<file path="src/acq_cfg_pkg.sv">
// Constants, types and span decoding for the converter configuration bank.
// Assumes a single 250 MHz clock domain and an 8-bit register port.
package acq_cfg_pkg;

    // ********************************
    // Register map and reset values
    // ********************************
    localparam int          ADDR_W          = 8;
    localparam int          DATA_W          = 8;
    localparam int          NUM_CH          = 6;
    localparam logic [7:0]  ADDR_CONFIG     = 8'h02;
    localparam logic [7:0]  ADDR_SPAN_12    = 8'h03;
    localparam logic [7:0]  ADDR_SPAN_34    = 8'h04;
    localparam logic [7:0]  ADDR_SPAN_56    = 8'h05;
    localparam logic [7:0]  CONFIG_RST      = 8'h00;
    localparam logic [7:0]  SPAN_PAIR_RST   = 8'h22;
    localparam logic [3:0]  SPAN_CODE_RST   = 4'h2;
    localparam logic [7:0]  RDATA_IDLE      = 8'h00;

    // ********************************
    // Configuration field layout
    // ********************************
    // Writable bits: 6 header, 5 ext os clock, 4:3 output lanes, 1:0 mode
    localparam logic [7:0]  CONFIG_WR_MASK  = 8'h7B;
    localparam int          MODE_LSB        = 0;
    localparam int          RSVD_BIT        = 2;
    localparam int          DOUT_LSB        = 3;
    localparam int          EXT_OS_BIT      = 5;
    localparam int          HEADER_BIT      = 6;
    localparam int          SPAN_LO_LSB     = 0;
    localparam int          SPAN_HI_LSB     = 4;

    // ********************************
    // Modes and span encodings
    // ********************************
    typedef enum logic [1:0] {
        MODE_NORMAL       = 2'b00,
        MODE_STANDBY      = 2'b01,
        MODE_AUTO_STANDBY = 2'b10,
        MODE_SHUTDOWN     = 2'b11
    } op_mode_t;

    typedef enum logic [2:0] {
        SPAN_2V5      = 3'b000,
        SPAN_5V       = 3'b001,
        SPAN_10V      = 3'b010,
        SPAN_12V5     = 3'b011,
        SPAN_RESERVED = 3'b100
    } span_t;

    localparam logic [3:0]  SPAN_CODE_2V5   = 4'h0;
    localparam logic [3:0]  SPAN_CODE_5V    = 4'h1;
    localparam logic [3:0]  SPAN_CODE_10V   = 4'h2;
    localparam logic [3:0]  SPAN_CODE_12V5  = 4'h3;

    // Map a 4-bit span code to the single-ended input span it selects
    function automatic span_t span_decode(input logic [3:0] code);
        span_t res;
        res = SPAN_RESERVED;
        if (code == SPAN_CODE_2V5) begin
            res = SPAN_2V5;
        end else if (code == SPAN_CODE_5V) begin
            res = SPAN_5V;
        end else if (code == SPAN_CODE_10V) begin
            res = SPAN_10V;
        end else if (code == SPAN_CODE_12V5) begin
            res = SPAN_12V5;
        end
        return res;
    endfunction : span_decode

endpackage : acq_cfg_pkg

</file>
<file path="src/adc_mode_range_config.sv">
// Configuration bank: operating mode and input spans of channels 1 to 6.
// Assumes a synchronous register port with read data one cycle after the strobe.
//
// Overview of operation
// - Mode field bits 1:0: normal/standby/auto/shutdown
// - Configuration register at 0x02, resets 0x00
// - Span register 0x03: channel 2 high, 1 low
// - Span register 0x04: channel 4 high, 3 low
// - Span register 0x05: channel 6 high, 5 low
// - Span codes 0 to 3 select 2.5/5/10/12.5 V
// - Every span field resets to code 2
`timescale 1ns/1ps
module adc_mode_range_config
    import acq_cfg_pkg::*;
(
    input  wire logic               ref_clk,
    input  wire logic               nrst,
    input  wire logic [ADDR_W-1:0]  reg_addr,
    input  wire logic [DATA_W-1:0]  reg_wdata,
    input  wire logic               reg_wr,
    input  wire logic               reg_rd,
    output logic      [DATA_W-1:0]  reg_rdata,
    output op_mode_t                op_mode,
    output logic                    mode_normal,
    output logic                    mode_standby,
    output logic                    mode_auto_standby,
    output logic                    mode_shutdown,
    output logic                    status_header_en,
    output logic                    ext_os_clk_en,
    output logic      [1:0]         dout_lanes,
    output logic      [3:0]         input_span_1,
    output logic      [3:0]         input_span_2,
    output logic      [3:0]         input_span_3,
    output logic      [3:0]         input_span_4,
    output logic      [3:0]         input_span_5,
    output logic      [3:0]         input_span_6,
    output span_t                   span_kind_1,
    output span_t                   span_kind_2,
    output span_t                   span_kind_3,
    output span_t                   span_kind_4,
    output span_t                   span_kind_5,
    output span_t                   span_kind_6,
    output logic      [NUM_CH-1:0]  span_reserved
);

    // ********************************
    // Address decode
    // ********************************
    logic       wr_cfg;
    logic       wr_12;
    logic       wr_34;
    logic       wr_56;
    logic [7:0] cfg_q;
    logic [7:0] pair_12_q;
    logic [7:0] pair_34_q;
    logic [7:0] pair_56_q;
    logic [7:0] rdata_d;
    span_t      kind_q [NUM_CH];

    always_comb begin
        wr_cfg = 1'b0;
        wr_12  = 1'b0;
        wr_34  = 1'b0;
        wr_56  = 1'b0;
        if (reg_wr && reg_addr == ADDR_CONFIG) begin
            wr_cfg = 1'b1;
        end else if (reg_wr && reg_addr == ADDR_SPAN_12) begin
            wr_12 = 1'b1;
        end else if (reg_wr && reg_addr == ADDR_SPAN_34) begin
            wr_34 = 1'b1;
        end else if (reg_wr && reg_addr == ADDR_SPAN_56) begin
            wr_56 = 1'b1;
        end
    end

    // ********************************
    // Configuration register
    // ********************************
    // mode field decode
    config_reg u_config (
        .ref_clk        (ref_clk),
        .nrst           (nrst),
        .wr_en          (wr_cfg),
        .wdata          (reg_wdata),
        .cfg_q          (cfg_q),
        .mode_q         (op_mode),
        .normal_q       (mode_normal),
        .standby_q      (mode_standby),
        .auto_standby_q (mode_auto_standby),
        .shutdown_q     (mode_shutdown)
    );

    assign status_header_en = cfg_q[HEADER_BIT];
    assign ext_os_clk_en    = cfg_q[EXT_OS_BIT];
    assign dout_lanes       = cfg_q[DOUT_LSB +: 2];

    // ********************************
    // Span registers
    // ********************************
    // channels 1 and 2
    // pair resets to two code-2 fields
    span_pair_reg #(.RST_VAL(SPAN_PAIR_RST)) u_span_12 (
        .ref_clk   (ref_clk),
        .nrst      (nrst),
        .wr_en     (wr_12),
        .wdata     (reg_wdata),
        .pair_q    (pair_12_q),
        .lo_kind_q (kind_q[0]),
        .hi_kind_q (kind_q[1])
    );

    span_pair_reg #(.RST_VAL(SPAN_PAIR_RST)) u_span_34 (
        .ref_clk   (ref_clk),
        .nrst      (nrst),
        .wr_en     (wr_34),
        .wdata     (reg_wdata),
        .pair_q    (pair_34_q),
        .lo_kind_q (kind_q[2]),
        .hi_kind_q (kind_q[3])
    );

    span_pair_reg #(.RST_VAL(SPAN_PAIR_RST)) u_span_56 (
        .ref_clk   (ref_clk),
        .nrst      (nrst),
        .wr_en     (wr_56),
        .wdata     (reg_wdata),
        .pair_q    (pair_56_q),
        .lo_kind_q (kind_q[4]),
        .hi_kind_q (kind_q[5])
    );

    assign input_span_1 = pair_12_q[SPAN_LO_LSB +: 4];
    assign input_span_2 = pair_12_q[SPAN_HI_LSB +: 4];
    assign input_span_3 = pair_34_q[SPAN_LO_LSB +: 4];
    assign input_span_4 = pair_34_q[SPAN_HI_LSB +: 4];
    assign input_span_5 = pair_56_q[SPAN_LO_LSB +: 4];
    assign input_span_6 = pair_56_q[SPAN_HI_LSB +: 4];
    assign span_kind_1  = kind_q[0];
    assign span_kind_2  = kind_q[1];
    assign span_kind_3  = kind_q[2];
    assign span_kind_4  = kind_q[3];
    assign span_kind_5  = kind_q[4];
    assign span_kind_6  = kind_q[5];

    // reserved codes are stored but flagged
    // reserved flag from the written code
    logic [2:0] wr_pair;

    assign wr_pair = {wr_56, wr_34, wr_12};

    genvar ch;
    generate
        for (ch = 0; ch < NUM_CH; ch++) begin : g_rsvd
            logic rsvd_q;

            // Flag moves on the write edge, as the stored code does; code 2 is not reserved
            always_ff @(posedge ref_clk or negedge nrst) begin
                if (!nrst) begin
                    rsvd_q <= 1'b0;
                end else if (wr_pair[ch / 2]) begin
                    rsvd_q <= (span_decode(reg_wdata[(ch % 2) * 4 +: 4]) == SPAN_RESERVED);
                end
            end

            assign span_reserved[ch] = rsvd_q;
        end
    endgenerate

    // ********************************
    // Read port
    // ********************************
    // Unmapped addresses read zero; data stands one cycle only
    always_comb begin
        rdata_d = RDATA_IDLE;
        if (!reg_rd) begin
            rdata_d = RDATA_IDLE;
        end else if (reg_addr == ADDR_CONFIG) begin
            rdata_d = cfg_q;
        end else if (reg_addr == ADDR_SPAN_12) begin
            rdata_d = pair_12_q;
        end else if (reg_addr == ADDR_SPAN_34) begin
            rdata_d = pair_34_q;
        end else if (reg_addr == ADDR_SPAN_56) begin
            rdata_d = pair_56_q;
        end
    end

    always_ff @(posedge ref_clk or negedge nrst) begin
        if (!nrst) begin
            reg_rdata <= RDATA_IDLE;
        end else begin
            reg_rdata <= rdata_d;
        end
    end

    logic cfg_written_q;
    logic span_written_q;

    always_ff @(posedge ref_clk or negedge nrst) begin
        if (!nrst) begin
            cfg_written_q  <= 1'b0;
            span_written_q <= 1'b0;
        end else begin
            cfg_written_q  <= cfg_written_q | wr_cfg;
            span_written_q <= span_written_q | wr_12 | wr_34 | wr_56;
        end
    end
endmodule : adc_mode_range_config

</file>
<file path="src/config_reg.sv">
// Configuration register with operating-mode decode.
// Assumes the caller qualifies wr_en with the address decode.
`timescale 1ns/1ps
module config_reg
    import acq_cfg_pkg::*;
(
    input  wire logic             ref_clk,
    input  wire logic             nrst,
    input  wire logic             wr_en,
    input  wire logic [7:0]       wdata,
    output logic      [7:0]       cfg_q,
    output op_mode_t              mode_q,
    output logic                  normal_q,
    output logic                  standby_q,
    output logic                  auto_standby_q,
    output logic                  shutdown_q
);

    logic     [7:0] cfg_d;
    op_mode_t       mode_d;

    // Reserved bits keep zero whatever is written
    assign cfg_d  = wr_en ? (wdata & CONFIG_WR_MASK) : cfg_q;
    assign mode_d = op_mode_t'(cfg_d[MODE_LSB +: 2]);

    always_ff @(posedge ref_clk or negedge nrst) begin
        if (!nrst) begin
            cfg_q <= CONFIG_RST;
        end else begin
            cfg_q <= cfg_d;
        end
    end

    // Mode flags move on the same edge as the field
    always_ff @(posedge ref_clk or negedge nrst) begin
        if (!nrst) begin
            mode_q         <= MODE_NORMAL;
            normal_q       <= 1'b1;
            standby_q      <= 1'b0;
            auto_standby_q <= 1'b0;
            shutdown_q     <= 1'b0;
        end else begin
            mode_q         <= mode_d;
            normal_q       <= (mode_d == MODE_NORMAL);
            standby_q      <= (mode_d == MODE_STANDBY);
            auto_standby_q <= (mode_d == MODE_AUTO_STANDBY);
            shutdown_q     <= (mode_d == MODE_SHUTDOWN);
        end
    end

endmodule : config_reg

</file>
<file path="src/span_pair_reg.sv">
// One span register holding the codes of two channels, with span decode.
// Assumes the caller qualifies wr_en with the address decode.
`timescale 1ns/1ps
module span_pair_reg
    import acq_cfg_pkg::*;
#(
    parameter logic [7:0] RST_VAL = SPAN_PAIR_RST
)
(
    input  wire logic             ref_clk,
    input  wire logic             nrst,
    input  wire logic             wr_en,
    input  wire logic [7:0]       wdata,
    output logic      [7:0]       pair_q,
    output span_t                 lo_kind_q,
    output span_t                 hi_kind_q
);

    logic [7:0] pair_d;

    assign pair_d = wr_en ? wdata : pair_q;

    always_ff @(posedge ref_clk or negedge nrst) begin
        if (!nrst) begin
            pair_q <= RST_VAL;
        end else begin
            pair_q <= pair_d;
        end
    end

    // Decoded span tracks the stored code without lag
    always_ff @(posedge ref_clk or negedge nrst) begin
        if (!nrst) begin
            lo_kind_q <= span_decode(RST_VAL[SPAN_LO_LSB +: 4]);
            hi_kind_q <= span_decode(RST_VAL[SPAN_HI_LSB +: 4]);
        end else begin
            lo_kind_q <= span_decode(pair_d[SPAN_LO_LSB +: 4]);
            hi_kind_q <= span_decode(pair_d[SPAN_HI_LSB +: 4]);
        end
    end

endmodule : span_pair_reg

</file>
<file path="config.mk">
export PLATFORM = sky130hd
export DESIGN_NAME = adc_mode_range_config
export DESIGN_NICKNAME = d
export VERILOG_FILES = /design/src/acq_cfg_pkg.sv /design/src/adc_mode_range_config.sv /design/src/config_reg.sv /design/src/span_pair_reg.sv
export SDC_FILE = /design/constraint.sdc
export NUM_CORES = 1
export LEC_CHECK = 0
export BUFFER_PORTS_ARGS = -buffer_cell sky130_fd_sc_hd__buf_2
export CAP_MARGIN = 0
export CORE_MARGIN = 3
export CORE_UTILIZATION = 47
export CTS_CLUSTER_DIAMETER = 200
export DETAILED_ROUTE_END_ITERATION = 12
export GPL_TIMING_DRIVEN = 0
export PLACE_DENSITY = 0.85
export REMOVE_ABC_BUFFERS = 1
export SLEW_MARGIN = 0
export SYNTH_ARGS = -nofsm -noshare
export SYNTH_HDL_FRONTEND = slang
export SYNTH_SLANG_ARGS = --single-unit
</file>
<file path="constraint.sdc">
create_clock -name ref_clk -period 1.1 [get_ports ref_clk]
set_input_delay 0.165 -clock ref_clk [delete_from_list [all_inputs] [get_ports ref_clk]]
set_output_delay 0.165 -clock ref_clk [all_outputs]
set_load 0.01 [all_outputs]
</file>
==> results of run 1 <==
path summary, 6_finish.rpt:
kind,from,endpoint,cells past startpoint
setup / recovery,u_span_56.pair_q[7],reg_rdata[7],3
hold / removal,reg_addr[3],reg_rdata[7],2
setup reg to reg,u_span_56.pair_q[7],reg_rdata[7],3
hold reg to reg,g_rsvd[0].rsvd_q,g_rsvd[0].rsvd_q,1
max in group asynchronous,nrst,u_config.cfg_q[0],2
min in group asynchronous,nrst,g_rsvd[1].rsvd_q,2
per-stage QoR:
stage | util | instances
6_report | 0.658 | 407
5_1_grt | 0.658 | 407
4_1_cts | 0.645 | 402
3_5_place_dp | 0.563 | 366
3_3_place_gp | 0.563 | 366
2_1_floorplan | - | 206
cells in the mapped netlist:
cell	instances	area [um2]
dfrtp_1	53	1330
mux2i_1	33	330
mux2_2	29	327
nand2_1	20	75.1
nor2_1	16	60.1
dfstp_2	13	342
mux2_4	8	120
buf_4	6	45.0
o22a_1	6	52.6
nand2b_1	5	31.3
buf_6	4	45.0
a2111oi_0	2	17.5
a21oi_1	2	10.0
and3b_1	2	17.5
buf_1	2	7.51
buf_2	2	10.0
clkbuf_1	2	7.51
nor3b_2	2	25.0
o21ai_0	2	10.0
or2_2	2	12.5
or3b_2	2	17.5
and2b_1	1	7.51
and4bb_4	1	16.3
nand3_2	1	10.0
nand3_4	1	17.5
nand3b_2	1	11.3
nand4b_1	1	8.76
nand4b_4	1	23.8
nor3_4	1	16.3
nor3b_1	1	7.51
kinds of logic after synthesis:
kind of cell	after synthesis
AOI/OAI and AO/OA	12
DFF	66
muxes	70
buffers and inverters	16
and+or+nand+nor	58
worst register-to-register path: cells and delay by family, from the launching register on:
family / cells / cell delay [ps]
and+or+nand+nor: 1 / 200
AOI/OAI and AO/OA: 2 / 440
DFF: 1 / 410
flip-flops by register name, indices dropped and copies added (netlist names):
| register | count |
|---|---|
| g_rsvd.rsvd_q | 6 |
| reg_rdata | 8 |
| u_config.auto_standby_q | 1 |
| u_config.cfg_q | 6 |
| u_config.normal_q | 1 |
| u_config.shutdown_q | 1 |
| u_config.standby_q | 1 |
| u_span_12.hi_kind_q | 3 |
| u_span_12.lo_kind_q | 3 |
| u_span_12.pair_q | 8 |
| u_span_34.hi_kind_q | 3 |
| u_span_34.lo_kind_q | 3 |
| u_span_34.pair_q | 8 |
| u_span_56.hi_kind_q | 3 |
| u_span_56.lo_kind_q | 3 |
| u_span_56.pair_q | 8 |
timing repair:
action | CTS | global route
pin swaps | 8 | 1
hold endpoints to repair | 53 | 0
hold buffers | 1 | 0
gates resized for setup | 21 | 9
setup endpoints to repair | 103 | 91
setup buffers | 19 | 5
power groups by stage:
stage	clock network (mW)	registers [mW]	logic [mW]
after detailed placement	0	2.68	0.554
after global routing	2.27	2.65	0.707
after floorplan	0	2.73	0.202
after CTS	2.13	2.64	0.626
final	2.10	2.64	0.648
after global placement	0	2.68	0.537
per-layer routing:
metal  part of all wire  routed length [um]
met1               0.44                3200
met2               0.49                3610
met4              0.011                  77
met3              0.058                 424
met5                  0                   0
layout make-up:
class	instances	area (um2)	share of cell area
clock buffer	14	173	0.0433
clock inverter	2	35.0	0.00879
multi-input combinational	140	1250	0.313
sequential	66	1670	0.419
tap	75	93.8	0.0235
timing repair buffer	110	768	0.193
==> results.sh, run 1 <==
export IMPL_outcome="finished with violations"
export IMPL_violations="negative setup slack"
export IMPL_grt_max_degree=67
export IMPL_power_frac_seq=0.490
export IMPL_clock_latency_ps=330
export IMPL_max_slew_margin=0.615
export IMPL_core_area_um2=6060
export IMPL_nets=347
export IMPL_power_leakage_nw=2.23
export IMPL_syn_avg_cell_area_um2=13.5
export IMPL_path_max_fanout=4
export IMPL_max_freq_ghz=0.864
export IMPL_p_int_mw=4.10
export IMPL_synthAdderAreaFrac=0
export IMPL_io_pins=86
export IMPL_slowest_stage="dfrtp_1"
export IMPL_numCtsBuffers=9
export IMPL_global_route_usage_met3=0.0548
export IMPL_grt_pass1_wl_um=11700
export IMPL_timing_max_cap_violations=0
export IMPL_arrival_ps=1370
export IMPL_swShare=0.238
export IMPL_finalCriticalPeriod_ps=1160
export IMPL_path_class="register to register"
export IMPL_synth_seq_cells=66
export IMPL_maxSlewViolCount=0
export IMPL_hold_viol=0
export IMPL_final_cell_mix="buf_2 (69), dfrtp_1 (52), mux2i_1 (33)"
export IMPL_synth_top_family_by_area="multiplexers"
export IMPL_drc=0
export IMPL_cts_buffer_depth=2
export IMPL_cts_clk_slew_worst_paths_ps=70
export IMPL_grt_antenna_before_repair=0
export IMPL_synth_compound_gate_area_share=0.0300
export IMPL_drt_initial_drc_count=94
export IMPL_reg2reg_slack_ps=-60
export IMPL_fin_skew_ps=7.50
export IMPL_ir_drop_mv=0.766
export IMPL_drt_antenna_violating_nets=0
export IMPL_setup_viol=13
export IMPL_timing_final_crit_share=1.05
export IMPL_busiest_layer="met2"
export IMPL_postPlaceCellArea_um2=3410
export IMPL_cts_tree="done"
export IMPL_cts_sinks=66
export IMPL_worst_pin_slew_ps=578
export IMPL_rsz0062_at_grt="yes"
export IMPL_post_route_cells_drive_above_1_share=0.563
export IMPL_clkPwrFrac=0.389
export IMPL_worst_setup_path_end_kind="register"
export IMPL_ys_seq_area_frac=0.554
export IMPL_fin_area_um2=3990
export IMPL_synthSimpleGateAreaFrac=0.119
export IMPL_fillers=452
export IMPL_drtPass1Iterations=4
export IMPL_hp_class="primary input to register"
export IMPL_critPathTopFamily="compound AO/OA/AOI/OAI gates"
export IMPL_crit_buf_inv=0
export IMPL_grt_usage=0.206
export IMPL_vias=2161
export IMPL_cp_start_kind="register"
export IMPL_setup_tns_ps=-348
export IMPL_ys_types=30
export IMPL_dieHeight_um=86
export IMPL_finalPower_mw=5.38
export IMPL_power_density_nw_per_um2=1350
export IMPL_crit_chain="and3b_1 > o21ai_1 > a2111oi_2"
export IMPL_finalWorstSetupSlack_ps=-58.0
export IMPL_muxShareOfSynthArea=0.258
export IMPL_yosys_warnings=0
export IMPL_start_util=0.496
export IMPL_syn_cell_area_um2=3010
export IMPL_grt_met1_usage=0.271
export IMPL_routed_wl_um=7310
export IMPL_grt_pass1_vias=2176
export IMPL_yosys_area_share_xor_xnor=0
export IMPL_power_switching_mw=1.28
export IMPL_syn_inst=222
export IMPL_rows=28
export IMPL_wire_per_inst_um=18.0
export IMPL_fp_dieW_um=86
export IMPL_critPathRequiredTime_ps=1310
export IMPL_global_route_usage_met2=0.331
export IMPL_clock_tree_htree_level_count=3
export IMPL_max_stage_delay_ps=410
export IMPL_preCtsSetupSlack_ps=-893
export IMPL_dp_hpwl_um=4530
export IMPL_gp_congestion=0.783
export IMPL_die_area_um2=7400
export IMPL_overflow=0
export IMPL_final_common_cell="buf_2"
export IMPL_io_buffers=85
export IMPL_diodes=0
export IMPL_area_growth_pct=32.5
export IMPL_whs_ps=101
export IMPL_pwr_share_comb=0.120
export IMPL_vias_per_cell=5.31
export IMPL_clockRootBuffer="clkbuf_8"
(Power assumes the default switching activity.)
==> run 2: changes to the inputs <==
Settings changed: BUFFER_PORTS_ARGS -buffer_cell sky130_fd_sc_hd__buf_2 to -buffer_cell sky130_fd_sc_hd__clkbuf_2.
==> results.sh, run 2 (synthesized netlist as in run 1, its figures left out) <==
export IMPL_fin_skew_ps=5.44
export IMPL_io_buffers=85
export IMPL_vias=2133
export IMPL_whs_ps=-42.6
export IMPL_final_common_cell="clkbuf_2"
export IMPL_cts_buffer_depth=2
export IMPL_vias_per_cell=5.22
export IMPL_dieHeight_um=86
export IMPL_wire_per_inst_um=18.0
export IMPL_worstReg2RegStart="u_span_56.pair_q[7]"
export IMPL_io_pins=86
export IMPL_cp_start_kind="register"
export IMPL_finalWorstSetupSlack_ps=-60.3
export IMPL_fin_area_um2=4010
export IMPL_grt_antenna_before_repair=0
export IMPL_gp_congestion=0.786
export IMPL_drtPass1Iterations=5
export IMPL_hold_viol=37
export IMPL_power_leakage_nw=2.20
export IMPL_postPlaceCellArea_um2=3410
export IMPL_cts_clk_slew_worst_paths_ps=70
export IMPL_timing_final_crit_share=1.05
export IMPL_max_slew_margin=0.408
export IMPL_rsz0062_at_grt="yes"
export IMPL_rows=28
export IMPL_drc=0
export IMPL_maxSlewViolCount=0
export IMPL_clockRootBuffer="clkbuf_8"
export IMPL_cts_sinks=66
export IMPL_grt_pass1_vias=2201
export IMPL_clock_tree_htree_level_count=3
export IMPL_preCtsSetupSlack_ps=-1010
export IMPL_cts_tree="done"
export IMPL_setup_viol=14
export IMPL_start_util=0.496
export IMPL_grt_max_degree=67
export IMPL_worst_setup_path_end_kind="register"
export IMPL_grt_usage=0.202
export IMPL_drt_antenna_violating_nets=0
export IMPL_fillers=426
export IMPL_outcome="finished with violations"
export IMPL_finalCriticalPeriod_ps=1160
export IMPL_routed_wl_um=7380
export IMPL_die_area_um2=7400
export IMPL_final_cell_mix="clkbuf_2 (66), dfrtp_1 (53), mux2i_1 (33)"
export IMPL_critPathRequiredTime_ps=1310
export IMPL_ir_drop_mv=1.02
export IMPL_drt_initial_drc_count=74
export IMPL_path_class="register to register"
export IMPL_overflow=0
export IMPL_clock_latency_ps=340
export IMPL_nets=349
export IMPL_area_growth_pct=33.4
export IMPL_hp_class="primary input to asynchronous set/reset pin"
export IMPL_startpoint="u_span_56.pair_q[7]"
export IMPL_power_density_nw_per_um2=1260
export IMPL_dp_hpwl_um=4540
export IMPL_worst_pin_slew_ps=888
export IMPL_arrival_ps=1370
export IMPL_timing_max_cap_violations=0
export IMPL_post_route_cells_drive_above_1_share=0.578
export IMPL_grt_pass1_wl_um=11300
export IMPL_diodes=0
export IMPL_core_area_um2=6060
export IMPL_multi_input_area_um2=1280
export IMPL_path_max_fanout=4
export IMPL_violations="negative hold slack, negative setup slack"
export IMPL_max_freq_ghz=0.862
export IMPL_numCtsBuffers=9
export IMPL_regArea_um2=1670
export IMPL_fp_dieW_um=86
==> run 2: cell types whose count changed in the layout (fill, tap and decap cells not counted), moves of 2 or more <==
cell      change
clkinv_2      +2
clkbuf_2     +66
buf_6         +2
o21ai_2       +2
o21ai_1       -2
clkbuf_8      -2
buf_2        -67
==> run 2: through the flow <==
step	util	power, mW	instances	TNS [ps]
floorplan	-	2.93	206	-9770
global placement	0.563	3.22	366	-71910
detailed placement	0.563	3.24	366	-45680
CTS	0.626	5.02	402	-932
global route	0.662	5.28	409	-1190
finish	0.662	5.05	409	-563
==> run 2: timing repair <==
item | in CTS | in global routing
setup buffers | 20 | 6
hold endpoints to repair | 43 | 0
cloned | 0 | 1
pin swaps | 8 | 5
setup endpoints to repair | 75 | 51
resized for setup | 9 | 45
==> run 2: cell type report <==
cell class,count,share of cell area
Tap cell,75,0.0234
Clock inverter,3,0.00374
Clock buffer,13,0.0371
Multi-Input combinational cell,140,0.318
Sequential cell,66,0.416
Timing Repair Buffer,112,0.201
==> run 2: path summary, 6_finish.rpt <==
kind / depth (start not counted) / slack [ps] / endpoint
max: 3 / -60 / reg_rdata[7]
min: 1 / -40 / u_span_34.pair_q[7]
max reg2reg: 3 / -60 / reg_rdata[7]
min reg2reg: 1 / 510 / g_rsvd[3].rsvd_q
max in group asynchronous: 1 / 550 / u_span_56.lo_kind_q[0]
min in group ref_clk: 2 / 50 / reg_rdata[2]
==> run 2: critical path: stages (launching register included) <==
cell and delay [ps]:
dfrtp_1 410, and3b_1 190, o21ai_2 70, a2111oi_4 360
==> run 2: metal layers <==
layer	up-vias	GRT usage	part of all wire
li1	990	-	-
met3	16	0.0384	0.054
met4	0	0.0978	0.025
met1	1052	0.259	0.43
met5	-	0	0
met2	75	0.327	0.49
==> run 2: report_power, final <==
group / switching, mW / total (mW) / internal [mW]
sequential: 0.0790 / 2.64 / 2.56
combinational: 0.342 / 0.645 / 0.303
clock: 0.895 / 1.77 / 0.871
total: 1.32 / 5.05 / 3.74
